File: src/hw/code_guard_pkg.sv
// Package for the code block write and table-read guard.
// Assumes a 22-bit byte address space and 8-bit configuration bytes.
package code_guard_pkg;

    // ********************************************************
    // Widths
    // ********************************************************
    localparam int ADDR_W = 22;                         // Byte address width
    localparam int DATA_W = 8;                          // Config byte width

    // ********************************************************
    // Region bounds
    // ********************************************************
    localparam logic [ADDR_W-1:0] BOOT_LO       = 22'h000000;   // Boot block start
    localparam logic [ADDR_W-1:0] BOOT_HI       = 22'h0001FF;   // Boot block end
    localparam logic [ADDR_W-1:0] BLK0_LO       = 22'h000200;   // Block 0 start, both variants
    localparam logic [ADDR_W-1:0] BLK0_HI_BIG   = 22'h000FFF;   // Block 0 end, larger variant
    localparam logic [ADDR_W-1:0] BLK1_LO_BIG   = 22'h001000;   // Block 1 start, larger variant
    localparam logic [ADDR_W-1:0] BLK1_HI_BIG   = 22'h001FFF;   // Block 1 end, larger variant
    localparam logic [ADDR_W-1:0] BLK0_HI_SMALL = 22'h0007FF;   // Block 0 end, smaller variant
    localparam logic [ADDR_W-1:0] BLK1_LO_SMALL = 22'h000800;   // Block 1 start, smaller variant
    localparam logic [ADDR_W-1:0] BLK1_HI_SMALL = 22'h000FFF;   // Block 1 end, smaller variant
    localparam logic [ADDR_W-1:0] CFG_LO        = 22'h300000;   // Config space start
    localparam logic [ADDR_W-1:0] CFG_HI        = 22'h3000FF;   // Config space end

    // ********************************************************
    // Register offsets
    // ********************************************************
    localparam logic [ADDR_W-1:0] PROG_GUARD_OFS    = 22'h30000A; // program_block_write_guard
    localparam logic [ADDR_W-1:0] SPECIAL_GUARD_OFS = 22'h30000B; // special_region_write_guard
    localparam logic [ADDR_W-1:0] TREAD_GUARD_OFS   = 22'h30000C; // block_table_read_guard

    // ********************************************************
    // Field positions and masks
    // ********************************************************
    localparam int BLK0_BIT   = 0;                      // Block 0 guard bit
    localparam int BLK1_BIT   = 1;                      // Block 1 guard bit
    localparam int EEPROM_BIT = 7;                      // Data EEPROM write guard
    localparam int BOOT_BIT   = 6;                      // Boot block write guard
    localparam int CFGSP_BIT  = 5;                      // Config space write guard

    localparam logic [DATA_W-1:0] PROG_GUARD_MASK    = 8'h03; // Implemented bits
    localparam logic [DATA_W-1:0] SPECIAL_GUARD_MASK = 8'hE0; // Implemented bits
    localparam logic [DATA_W-1:0] SPECIAL_SELF_MASK  = 8'hC0; // Bits running code may change
    localparam logic [DATA_W-1:0] CFGSP_MASK         = 8'h20; // Program-mode-only bit
    localparam logic [DATA_W-1:0] TREAD_GUARD_MASK   = 8'h03; // Implemented bits
    localparam logic [DATA_W-1:0] READ_ZERO          = 8'h00; // Unmapped read value

    // ********************************************************
    // Types
    // ********************************************************
    typedef enum logic [2:0] {
        REG_BOOT,
        REG_BLK0,
        REG_BLK1,
        REG_CFG,
        REG_OTHER
    } region_t;

    typedef struct packed {
        logic [ADDR_W-1:0] addr;                        // Register byte address
        logic [DATA_W-1:0] wdata;                       // Write data
        logic              wr;                          // Write strobe
        logic              rd;                          // Read strobe
    } reg_bus_t;

    typedef struct packed {
        logic              valid;                       // Access request
        logic              write;                       // 1 write, 0 table read
        logic              eeprom;                      // Target is data EEPROM
        logic [ADDR_W-1:0] addr;                        // Target address
        logic [ADDR_W-1:0] fetchAddr;                   // Address of issuing code
    } access_req_t;

    typedef struct packed {
        logic valid;                                    // Verdict present
        logic granted;                                  // Access allowed
        logic denied;                                   // Access refused
    } access_resp_t;

    typedef struct packed {
        logic [DATA_W-1:0] progGuard;                   // Block write guards
        logic [DATA_W-1:0] specialGuard;                // EEPROM, boot, config guards
        logic [DATA_W-1:0] treadGuard;                  // Table-read guards
        logic [DATA_W-1:0] rdData;                      // Read data register
        access_resp_t      resp;                        // Verdict register
    } guard_state_t;

    // Unprogrammed state: every implemented bit is 1
    localparam guard_state_t GUARD_STATE_RST = '{
        progGuard:    PROG_GUARD_MASK,
        specialGuard: SPECIAL_GUARD_MASK,
        treadGuard:   TREAD_GUARD_MASK,
        rdData:       READ_ZERO,
        resp:         '{valid: 1'b0, granted: 1'b0, denied: 1'b0}
    };

endpackage

File: src/hw/region_decoder.sv
// Address to memory region decoder.
// Assumes the variant is fixed at build time by BIG_VARIANT.
`timescale 1ns/1ps
module region_decoder
    import code_guard_pkg::*;
#(
    parameter bit BIG_VARIANT = 1'b1                    // 1 larger memory, 0 smaller
) (
    input  wire logic [ADDR_W-1:0] addr,
    output region_t                region
);

    // ********************************************************
    // Decode
    // ********************************************************

    // Bounds of the two program blocks for this variant
    localparam logic [ADDR_W-1:0] B0HI = BIG_VARIANT ? BLK0_HI_BIG : BLK0_HI_SMALL;
    localparam logic [ADDR_W-1:0] B1LO = BIG_VARIANT ? BLK1_LO_BIG : BLK1_LO_SMALL;
    localparam logic [ADDR_W-1:0] B1HI = BIG_VARIANT ? BLK1_HI_BIG : BLK1_HI_SMALL;

    // Pick the region holding the address
    always_comb begin
        if (addr <= BOOT_HI) begin
            region = REG_BOOT;
        end else if (addr >= BLK0_LO && addr <= B0HI) begin
            region = REG_BLK0;
        end else if (addr >= B1LO && addr <= B1HI) begin
            region = REG_BLK1;
        end else if (addr >= CFG_LO && addr <= CFG_HI) begin
            region = REG_CFG;
        end else begin
            region = REG_OTHER;
        end
    end

endmodule

File: src/hw/code_block_write_read_guard.sv
// Write guard for program memory, data EEPROM and config space; table-read guard for the two program blocks.
// Assumes a core presenting one access per cycle and a plain register port.
//
// The strobed register port was decided locally.
`timescale 1ns/1ps
module code_block_write_read_guard
    import code_guard_pkg::*;
#(
    parameter bit BIG_VARIANT = 1'b1                    // 1 larger memory, 0 smaller
) (
    input  wire logic          clk,
    input  wire logic          rst_n,
    input  wire logic          progMode,
    input  wire reg_bus_t      regBus,
    output logic [DATA_W-1:0]  rdData,
    input  wire access_req_t   req,
    output access_resp_t       resp
);

    // ********************************************************
    // State and decode
    // ********************************************************
    guard_state_t state_r;                              // All registered state
    guard_state_t state_nxt;                            // Next state
    region_t      tgtRegion;                            // Region of the target
    region_t      srcRegion;                            // Region of the issuing code
    logic         allow;                                // Verdict before the register
    logic         cfgSelfOk;                            // Config space writable now

    // Target address region
    region_decoder #(
        .BIG_VARIANT (BIG_VARIANT)
    ) u_tgtDecode (
        .addr   (req.addr),
        .region (tgtRegion)
    );

    // Fetch address region
    region_decoder #(
        .BIG_VARIANT (BIG_VARIANT)
    ) u_srcDecode (
        .addr   (req.fetchAddr),
        .region (srcRegion)
    );

    assign cfgSelfOk = state_r.specialGuard[CFGSP_BIT];

    // ********************************************************
    // Access verdict
    // ********************************************************

    // Decide whether the presented access may proceed
    always_comb begin
        allow = 1'b1;
        if (req.eeprom) begin
            // Table reads of EEPROM are not guarded here
            allow = req.write ? state_r.specialGuard[EEPROM_BIT] : 1'b1;
        end else if (req.write) begin
            case (tgtRegion)
                REG_BOOT: allow = state_r.specialGuard[BOOT_BIT];
                REG_BLK0: allow = state_r.progGuard[BLK0_BIT];
                REG_BLK1: allow = state_r.progGuard[BLK1_BIT];
                REG_CFG:  allow = progMode || cfgSelfOk;
                default:  allow = 1'b1;             // Unguarded space
            endcase
        end else begin
            case (tgtRegion)
                // Own-block reads pass whatever the guard says
                REG_BLK0: allow = state_r.treadGuard[BLK0_BIT] || srcRegion == REG_BLK0;
                REG_BLK1: allow = state_r.treadGuard[BLK1_BIT] || srcRegion == REG_BLK1;
                default:  allow = 1'b1;             // Not guarded by this block
            endcase
        end
    end

    // ********************************************************
    // Next state
    // ********************************************************

    // Register writes, read data and verdict
    always_comb begin
        state_nxt = state_r;
        state_nxt.resp.valid   = req.valid;
        state_nxt.resp.granted = req.valid && allow;
        state_nxt.resp.denied  = req.valid && !allow;

        // Writes: program mode sees all bits, running code all but bit 5 and only when unguarded
        if (regBus.wr) begin
            case (regBus.addr)
                PROG_GUARD_OFS: begin
                    if (progMode || cfgSelfOk) begin
                        state_nxt.progGuard = regBus.wdata & PROG_GUARD_MASK;
                    end
                end
                SPECIAL_GUARD_OFS: begin
                    if (progMode) begin
                        state_nxt.specialGuard = regBus.wdata & SPECIAL_GUARD_MASK;
                    end else if (cfgSelfOk) begin
                        // Config-space guard bit is kept as is
                        state_nxt.specialGuard = (regBus.wdata & SPECIAL_SELF_MASK)
                                               | (state_r.specialGuard & CFGSP_MASK);
                    end
                end
                TREAD_GUARD_OFS: begin
                    if (progMode || cfgSelfOk) begin
                        state_nxt.treadGuard = regBus.wdata & TREAD_GUARD_MASK;
                    end
                end
                default: begin
                    // Unmapped writes are ignored
                end
            endcase
        end

        // Reads: data stand for the following cycle only
        state_nxt.rdData = READ_ZERO;
        if (regBus.rd) begin
            case (regBus.addr)
                PROG_GUARD_OFS:    state_nxt.rdData = state_r.progGuard & PROG_GUARD_MASK;
                SPECIAL_GUARD_OFS: state_nxt.rdData = state_r.specialGuard & SPECIAL_GUARD_MASK;
                TREAD_GUARD_OFS:   state_nxt.rdData = state_r.treadGuard & TREAD_GUARD_MASK;
                default:           state_nxt.rdData = READ_ZERO; // Unmapped reads zero
            endcase
        end
    end

    // ********************************************************
    // State register
    // ********************************************************

    // Reset loads the unprogrammed pattern
    always_ff @(posedge clk) begin
        if (!rst_n) begin
            state_r <= GUARD_STATE_RST;
        end else begin
            state_r <= state_nxt;
        end
    end

    assign rdData = state_r.rdData;
    assign resp   = state_r.resp;
endmodule

File: config.mk
export PLATFORM = sky130hd
export DESIGN_NAME = code_block_write_read_guard
export DESIGN_NICKNAME = d
export VERILOG_FILES = /design/src/hw/code_guard_pkg.sv /design/src/hw/region_decoder.sv /design/src/hw/code_block_write_read_guard.sv
export SDC_FILE = /design/constraint.sdc
export NUM_CORES = 1
export LEC_CHECK = 0
export ABC_AREA = 1
export BUFFER_PORTS_ARGS = -buffer_cell sky130_fd_sc_hd__buf_2
export CAP_MARGIN = 20
export CORE_ASPECT_RATIO = 0.7
export CORE_UTILIZATION = 35
export CTS_BUF_LIST = sky130_fd_sc_hd__clkbuf_4 sky130_fd_sc_hd__clkbuf_8
export DETAILED_ROUTE_END_ITERATION = 12
export PLACE_DENSITY = 0.86
export SLEW_MARGIN = 20
export SYNTH_ARGS = -nofsm -noshare
export SYNTH_HDL_FRONTEND = slang
export SYNTH_SLANG_ARGS = --single-unit
File: constraint.sdc
create_clock -name clk -period 1 [get_ports clk]
set_input_delay 0.05 -clock clk [delete_from_list [all_inputs] [get_ports clk]]
set_output_delay 0.05 -clock clk [all_outputs]
set_load 0.01 [all_outputs]
# == Word-level counts from Yosys, hierarchy flattened ==
# Cells that the tools add are included.
# classes
n_lt_le_gt_ge,14
eq_ne,8
n_mux,16
bitwise_logic,1
n_reduce_logical,19
# op_table
cell,n
"equality test 22 bit, second input constant",3
"greater-or-equal comparator 22 x 10 -> 1 bit, second input constant",2
"greater-or-equal comparator 22 x 13 -> 1 bit, second input constant",2
"greater-or-equal comparator 22 bit, second input constant",2
"less-or-equal comparator 22 x 12 -> 1 bit, second input constant",2
"less-or-equal comparator 22 x 13 -> 1 bit, second input constant",2
"less-or-equal comparator 22 bit, second input constant",2
"less-or-equal comparator 22 x 9 -> 1 bit, second input constant",2
2-to-1 mux 3 bit,8
case mux 8 bit (3 select lines),1
2-to-1 mux 8 bit,2
"equality test 3 x 2 -> 1 bit, second input constant",3
AND reduction 3 bit,3
logical AND 1 bit,8
bitwise OR 8 x 6 -> 8 bit,1
"equality test 3 x 1 -> 1 bit, second input constant",2
case mux 1 bit (4 select lines),1
AND reduction 2 bit,2
logical NOT 3 bit,1
logical OR 1 bit,3
2-to-1 mux 1 bit,3
case mux 1 bit (2 select lines),1
nonzero test 2 bit,1
logical NOT 1 bit,1
# word_totals
reg_bits,23
out_inout_bits,11

# == Depth between registers and ports, before layout ==
# Gate-level depths: netlist (run 1).
# logic_depth
depth_word,13
ltp_mapped,11
depth_no_buf,11

# == Hierarchy ==
# A second synthesis (run 1) with hierarchy kept.
# hier_totals
cells_unflattened,201
area_unflattened_um2,1222.4
# modules_own_cells
mod,instances,cells_per_inst,area_each_um2
code_block_write_read_guard,1,149,1007.2
region_decoder,2,26,107.6

# == Worst setup path before layout (run 1) ==
# OpenSTA, ideal clock, no wires.
# synth_timing
path_kind,register to register
from,register state_r (netlist bit cfgSelfOk)
to,register state_r[27] (netlist bit)
setup_ps,137
arrival_time_ps,908
slack_ps,-45
stages_incl_launch_ff,8
n_path_buf,0
synth_period_minus_slack_ps,1045
cell_sequence,dfxtp_1 inv_1 nand2_1 nand2_1 inv_1 nand4_1 nand2_1 o211ai_1
# synth_via
elab_chain_cells,2
# synth_rtl
item,line,rtl
"start, declared",code_block_write_read_guard.sv:23,guard_state_t state_r;
"start signal, assigned",code_block_write_read_guard.sv:136,state_r <= state_nxt;
logical OR 1 bit,code_block_write_read_guard.sv:91,if (progMode || cfgSelfOk) begin
AND reduction 3 bit (no source line),--,
# Every way passes these cells.
# A chain may end at the register's enable or synchronous reset.

# == Final worst setup path (run 1) ==
# layout_timing
from,register state_r (netlist bit cfgSelfOk)
to,register state_r (netlist bit resp[0])
# layout_via
elab_chain_cells,6
# layout_rtl
item,line,rtl
logical OR 1 bit,code_block_write_read_guard.sv:63,REG_CFG: allow = progMode || cfgSelfOk;
case mux 1 bit (4 select lines),code_block_write_read_guard.sv:59,case (tgtRegion)
2-to-1 mux 1 bit,code_block_write_read_guard.sv:58,end else if (req.write) begin
2-to-1 mux 1 bit,code_block_write_read_guard.sv:55,if (req.eeprom) begin
logical NOT 1 bit,code_block_write_read_guard.sv:85,state_nxt.resp.denied = req.valid && !allow;
logical AND 1 bit,code_block_write_read_guard.sv:85,
# Every way passes these cells.

==> run metrics, run 1 <==
# nets final=328; Post-synth EDFFs=0; final setup fails=4; Leakage=0.903 nW; Worst Hold Launch=req[46]; core area=2800 µm²; Critical Path, Cell by Cell=inv_2, nand2_4, nor2_2, nand2_1, nand2_1, nand2_1, nand2_1, nand3_2, nand3_2, nand2_1, nor2_1; fraction of power spent switching nets=0.239; Hold Path Class=in2reg; CTS buffer count=3; post-route setup TNS=-0.231 ns; count leader, synth=nand2_1; failing checks=negative setup slack; critical path startpoint=cfgSelfOk$_SDFFE_PN1P_; number of I/O pins=just over 90; Worst Path Required=around 1.2 ns; post-synth cell types=18; first-pass GRT wire length=3660 µm; Crit Path Class=reg2reg; GRT Resource Usage Total=0.155; Total Power=between 1 and 1.5 mW; hold_buf cts=0; routed wire length=2620 µm; Mapped Area=slightly above 1000 µm²; Skew-Pair Late Insertion Delay=0.24 ns; share of power burned in combinational logic=0.205; total grt overflow=0; Antenna Cells=0; Critical Path End Type=flop; routing usage on met2=0.264; post-synth top area share=0.289; Sw Pwr=between 0.3 and 0.4 mW; Reg-to-Reg Start=cfgSelfOk$_SDFFE_PN1P_; fmax=between 900 and 1000 MHz; global routing usage on met3=0.0381; commonest cells in the netlist=nand2_1, nor2_1, inv_1, nand3_1, dfxtp_1; most used cell, CP=nand2_1; CP top delay family=simple AND/OR/NAND/NOR gates; Yosys reg bits=15; setup bufs post-CTS=0; pin count of the biggest net entering global routing=10; main area contributors after synthesis=dfxtp_1, nand2_1, nor2_1; Arr. time, crit path=1.25 ns; chip height=47.6 µm; Synth async-reset ratio=0; initial antenna violation count=0; # port buffers=69; Clock Power Share=0.364; pwr dens=867 nW/µm²; Vias/cell=4.46; largest fanout on the critical path=2; Final Slew Violations=0; initial drt markers=40; Clock transition at path regs=0.06 ns; Hold Path Cell Cnt=3; DR WL/cell=9.31 µm; CP max-delay cell=dfxtp_2; WHS=0.0235 ns; GP Congestion=0.822; DP HPWL=about 2100 µm; GR Util met1=0.203; final hold violations=0; # clock sinks=15; Layout area overhead=55.4%; Core Rows=16; Clock Skews=0.000699 ns; crit path launch type=flop; Final Cycle Share=1.07; Synth Instances=between 150 and 200; CTS tree=built; register area share after synthesis=0.289; unrepaired setup endpoints after global routing=yes; status=finished, violations left; vias in the first global route=roughly 930; Seq pwr share=0.431; most utilized layer in the global route result=met2; Initial Util=0.371; CP Buf/Inv Count=1; syn_area_per_cell=about 6 µm²; Root Driver=clkbuf_8; Int Pwr=1.07 mW; CP max stage delay=around 0.32 ns; Post-route DRC=0; WP depth=11; Die Wd=roughly 67 µm; Peak VDD IR=417 µV; post-synth top area cell=dfxtp_1; reg2reg path depth=11; Period minus WS final=1.07 ns; vias=1254; Setup WS post-layout=-0.0662 ns; Fill cells=278; share of cells above drive strength 1=0.445; CTS H-tree depth=1; Post-synth top flop=dfxtp_1; Final Util=0.576; clk buf depth=2; Max Cap Violations=0; YS warnings=0; full die area=roughly 3200 µm²; Pre-Repair DR Iteration Count=4; Post-DRT Antenna Nets=0
per-stage QoR:
step                setup slack (ns)  cells  area [µm²]
finish                       -0.0662    281        1620
global route                  -0.181    281        1620
CTS                          -0.0746    281        1500
detailed placement            -0.232    277        1440
global placement              -0.180    277        1440
floorplan                   -0.00400    172        1050
state kept, by name (all words and copies together), names as in the netlist:
signal	flops
cfgSelfOk	1
rdData	5
resp	3
state_r	6
worst paths after layout:
| path | end | slack, ns |
|---|---|---|
| worst max-delay path | resp[0]$_SDFF_PN0_ | -0.07 |
| worst min-delay path | resp[2]$_SDFF_PN0_ | 0.02 |
| worst max register to register | resp[0]$_SDFF_PN0_ | -0.07 |
| worst min register to register | rdData[0]$_SDFF_PN0_ | 0.48 |
cell type report:
cell class	count	area, µm²	share of cell area
clock buffers	4	48.8	0.0302
repair buffers	81	477	0.295
flip-flops and latches	15	302	0.187
well taps	36	45.0	0.0279
multi-input cells	119	646	0.400
inverters	26	97.6	0.0604
logic make-up after synthesis:
family,share of synthesized area
simple gates,0.430
compound gates,0.101
other cells,0.00361
flops,0.289
buf+inv,0.177
worst register-to-register path, cell delays in order (launching register included):
cell,delay (ns)
dfxtp_2,0.32
inv_2,0.07
nand2_4,0.06
nor2_2,0.08
nand2_1,0.06
nand2_1,0.05
nand2_1,0.04
nand2_1,0.09
nand3_2,0.06
nand3_2,0.07
nand2_1,0.05
nor2_1,0.07
power by group through the flow:
| stage | Sequential [mW] | Clock [mW] | Combinational [mW] |
|---|---|---|---|
| after floorplan | 0.617 | 0 | 0.103 |
| after global placement | 0.617 | 0 | 0.246 |
| after detailed placement | 0.617 | 0 | 0.251 |
| after CTS | 0.604 | 0.523 | 0.254 |
| after global routing | 0.604 | 0.549 | 0.320 |
| final | 0.604 | 0.510 | 0.287 |
placed cells by master (no fill, tap or decap):
cell type  netlist  routed
buf_6            0       7
inv_2            0       1
o21ai_1          0       1
buf_4           11      11
clkbuf_8         0       3
nor2_1          31      26
nand2_1         40      34
clkbuf_4         0       1
conb_1           1       3
nor2_4           0       4
a21oi_2          0       2
nand2_4          0       1
dfxtp_1         15      14
nor3_2           0       1
dfxtp_2          0       1
o211ai_1         7       7
a21oi_1          5       3
nand3_4          0       1
a21boi_0         1       1
nor2_2           3       4
nand2_2          0       5
nor3_1           4       3
buf_2            0      63
nand3_2          1       2
nand4_1          3       3
inv_1           26      25
o21bai_1         2       2
nor3_4           2       2
nand3_1         16      14
layer usage:
| layer | share of wire | vias up |
|---|---|---|
| li1 | - | 676 |
| met1 | 0.46 | 515 |
| met2 | 0.44 | 59 |
| met3 | 0.099 | 4 |
| met4 | 0.0080 | 0 |
| met5 | 0 | - |
what timing repair did:
| action | in CTS | in global routing |
|---|---|---|
| endpoints found under the hold margin | 0 | 0 |
| pin swaps | 2 | 17 |
| setup endpoints to repair | 8 | 14 |
| resized for setup | 5 | 26 |
Power figures use the tool's default switching activity.
==> run 2, diff against run 1 <==
--- a/config.mk
+++ b/config.mk
@@ -9,10 +9,11 @@
 export BUFFER_PORTS_ARGS = -buffer_cell sky130_fd_sc_hd__buf_2
 export CAP_MARGIN = 20
 export CORE_ASPECT_RATIO = 0.7
-export CORE_UTILIZATION = 35
+export CORE_MARGIN = 3
+export CORE_UTILIZATION = 41
 export CTS_BUF_LIST = sky130_fd_sc_hd__clkbuf_4 sky130_fd_sc_hd__clkbuf_8
 export DETAILED_ROUTE_END_ITERATION = 12
-export PLACE_DENSITY = 0.86
+export PLACE_DENSITY = 0.94
 export SLEW_MARGIN = 20
 export SYNTH_ARGS = -nofsm -noshare
 export SYNTH_HDL_FRONTEND = slang
==> constraint.sdc (replaced) <==
create_clock -name clk -period 1.4 [get_ports clk]
set_input_delay 0.07 -clock clk [delete_from_list [all_inputs] [get_ports clk]]
set_output_delay 0.07 -clock clk [all_outputs]
set_load 0.01 [all_outputs]
==> run metrics, run 2 (synthesis results as in run 1) <==
pwr dens=617 nW/µm²; routed wire length=2500 µm; Arr. time, crit path=around 1.4 ns; Pre-Repair DR Iteration Count=4; slack of the worst reg-to-reg path=0.17 ns; Period minus WS final=1.23 ns; Leakage=0.807 nW; GP Congestion=0.861; vias=between 1000 and 1500; Skew-Pair Late Insertion Delay=0.28 ns; unrepaired setup endpoints after global routing=no; # nets final=316; Hold Path Cell Cnt=3; worst r2r dst=state_r[27]$_SDFFE_PN1P_; share of cells above drive strength 1=0.343; largest fanout on the critical path=5; chip height=around 48 µm; Reg-to-Reg Start=cfgSelfOk$_SDFFE_PN1P_; GRT Resource Usage Total=0.153; Initial Util=0.457; # clock sinks=15; clk buf depth=2; initial drt markers=21; full die area=between 3000 and 4000 µm²; total grt overflow=0; Antenna Cells=0; CTS buffer count=3; Post-route DRC=0; Clock Skews=0.00537 ns; DP HPWL=2210 µm; CTS H-tree depth=1; fmax=between 800 and 900 MHz; Worst Path Required=1.56 ns; first-pass GRT wire length=3740 µm; Root Driver=clkbuf_4; DR WL/cell=about 9.4 µm; Final Util=0.605; Post-DRT Antenna Nets=0; Core Rows=14; reg2reg path depth=7; initial antenna violation count=0; Final Slew Violations=0; Worst Hold Launch=req[46]; WHS=0.0114 ns; # port buffers=69; final hold violations=0; post-route setup TNS=0 ns; crit path launch type=flop; core area=2280 µm²; max FFs per register=6; Vias/cell=around 4.5; Final Cycle Share=0.875; Layout area overhead=32.5%; final setup fails=0; pin count of the biggest net entering global routing=10; register with the most flip-flops=state_r; hold_buf cts=0; Critical Path End Type=flop; Worst Hold Endpoint=resp[2]$_SDFF_PN0_; Peak VDD IR=379 µV; Fill cells=233; most common cell after layout, fill and taps aside=buf_2; vias in the first global route=1031; status=finished, final reports clean; Crit Path Class=reg2reg; Hold Path Class=in2reg; Clock transition at path regs=0.08 ns; Total Power=0.850 mW; most frequent cells in the layout=buf_2, nand2_1, nor2_1; number of I/O pins=93; CTS tree=built; Max Cap Violations=0; Die Wd=66.2 µm
==> run 2: cell count changes in the layout (fill, tap and decap cells not counted), moves of 5 or more <==
cell	previous run	this run
buf_6	7	0
nor2_1	26	31
buf_4	11	0
nand2_2	5	0
nand2_1	34	40
buf_2	63	69
==> run 2: what timing repair did <==
action	CTS	global route
endpoints found under the hold margin	0	0
buffers inserted	0	0
endpoints found under the setup margin	0	2
resized for setup	0	1
==> run 2: layout make-up <==
cell class / count / area, µm² / share of cell area
Clock buffer: 4 / 30.0 / 0.0218
Inverter: 26 / 97.6 / 0.0708
Multi-Input combinational cell: 119 / 563 / 0.409
Sequential cell: 15 / 302 / 0.219
Tap cell: 32 / 40.0 / 0.0291
Timing Repair Buffer: 69 / 345 / 0.251
==> run 2: through the flow <==
step | instance area (µm²) | cells | worst slack (ns)
floorplan | 1050 | 172 | 0.355
global placement | 1350 | 261 | 0.185
detailed placement | 1350 | 261 | 0.151
CTS | 1380 | 265 | 0.111
global route | 1380 | 265 | 0.0441
finish | 1380 | 265 | 0.174
==> run 2: power breakdown <==
part / switching (mW) / internal, mW
combinational: 0.0807 / 0.0835
sequential: 0.000791 / 0.430
clock: 0.125 / 0.130
total: 0.207 / 0.643
==> run 2: worst max-delay path by stage <==
stage	start	end	slack (ns)	cells past startpoint
2_1_floorplan	cfgSelfOk$_SDFFE_PN1P_	state_r[27]$_SDFFE_PN1P_	0.36	7
3_3_place_gp	regBus[25]	state_r[12]$_SDFFE_PN1P_	0.18	9
3_5_place_dp	cfgSelfOk$_SDFFE_PN1P_	state_r[27]$_SDFFE_PN1P_	0.15	7
4_1_cts	cfgSelfOk$_SDFFE_PN1P_	state_r[27]$_SDFFE_PN1P_	0.11	7
5_1_grt	cfgSelfOk$_SDFFE_PN1P_	state_r[27]$_SDFFE_PN1P_	0.04	7
6_report	cfgSelfOk$_SDFFE_PN1P_	state_r[27]$_SDFFE_PN1P_	0.17	7
==> run 2: per-layer routing <==
| metal | part of all wire | global-route usage | routed length [µm] |
|---|---|---|---|
| met1 | 0.44 | 0.182 | 1090 |
| met2 | 0.44 | 0.298 | 1090 |
| met3 | 0.12 | 0.0392 | 296 |
| met4 | 0.0060 | 0.0121 | 15 |
| met5 | 0 | 0 | 0 |
==> run 2: worst max-delay path, cell delays in order (launching register included) <==
cell and delay [ns]:
dfxtp_2 0.37, inv_1 0.06, nand2_1 0.11, nand2_1 0.11, inv_1 0.09, nand4_1 0.18
nand2_1 0.11, o211ai_1 0.08
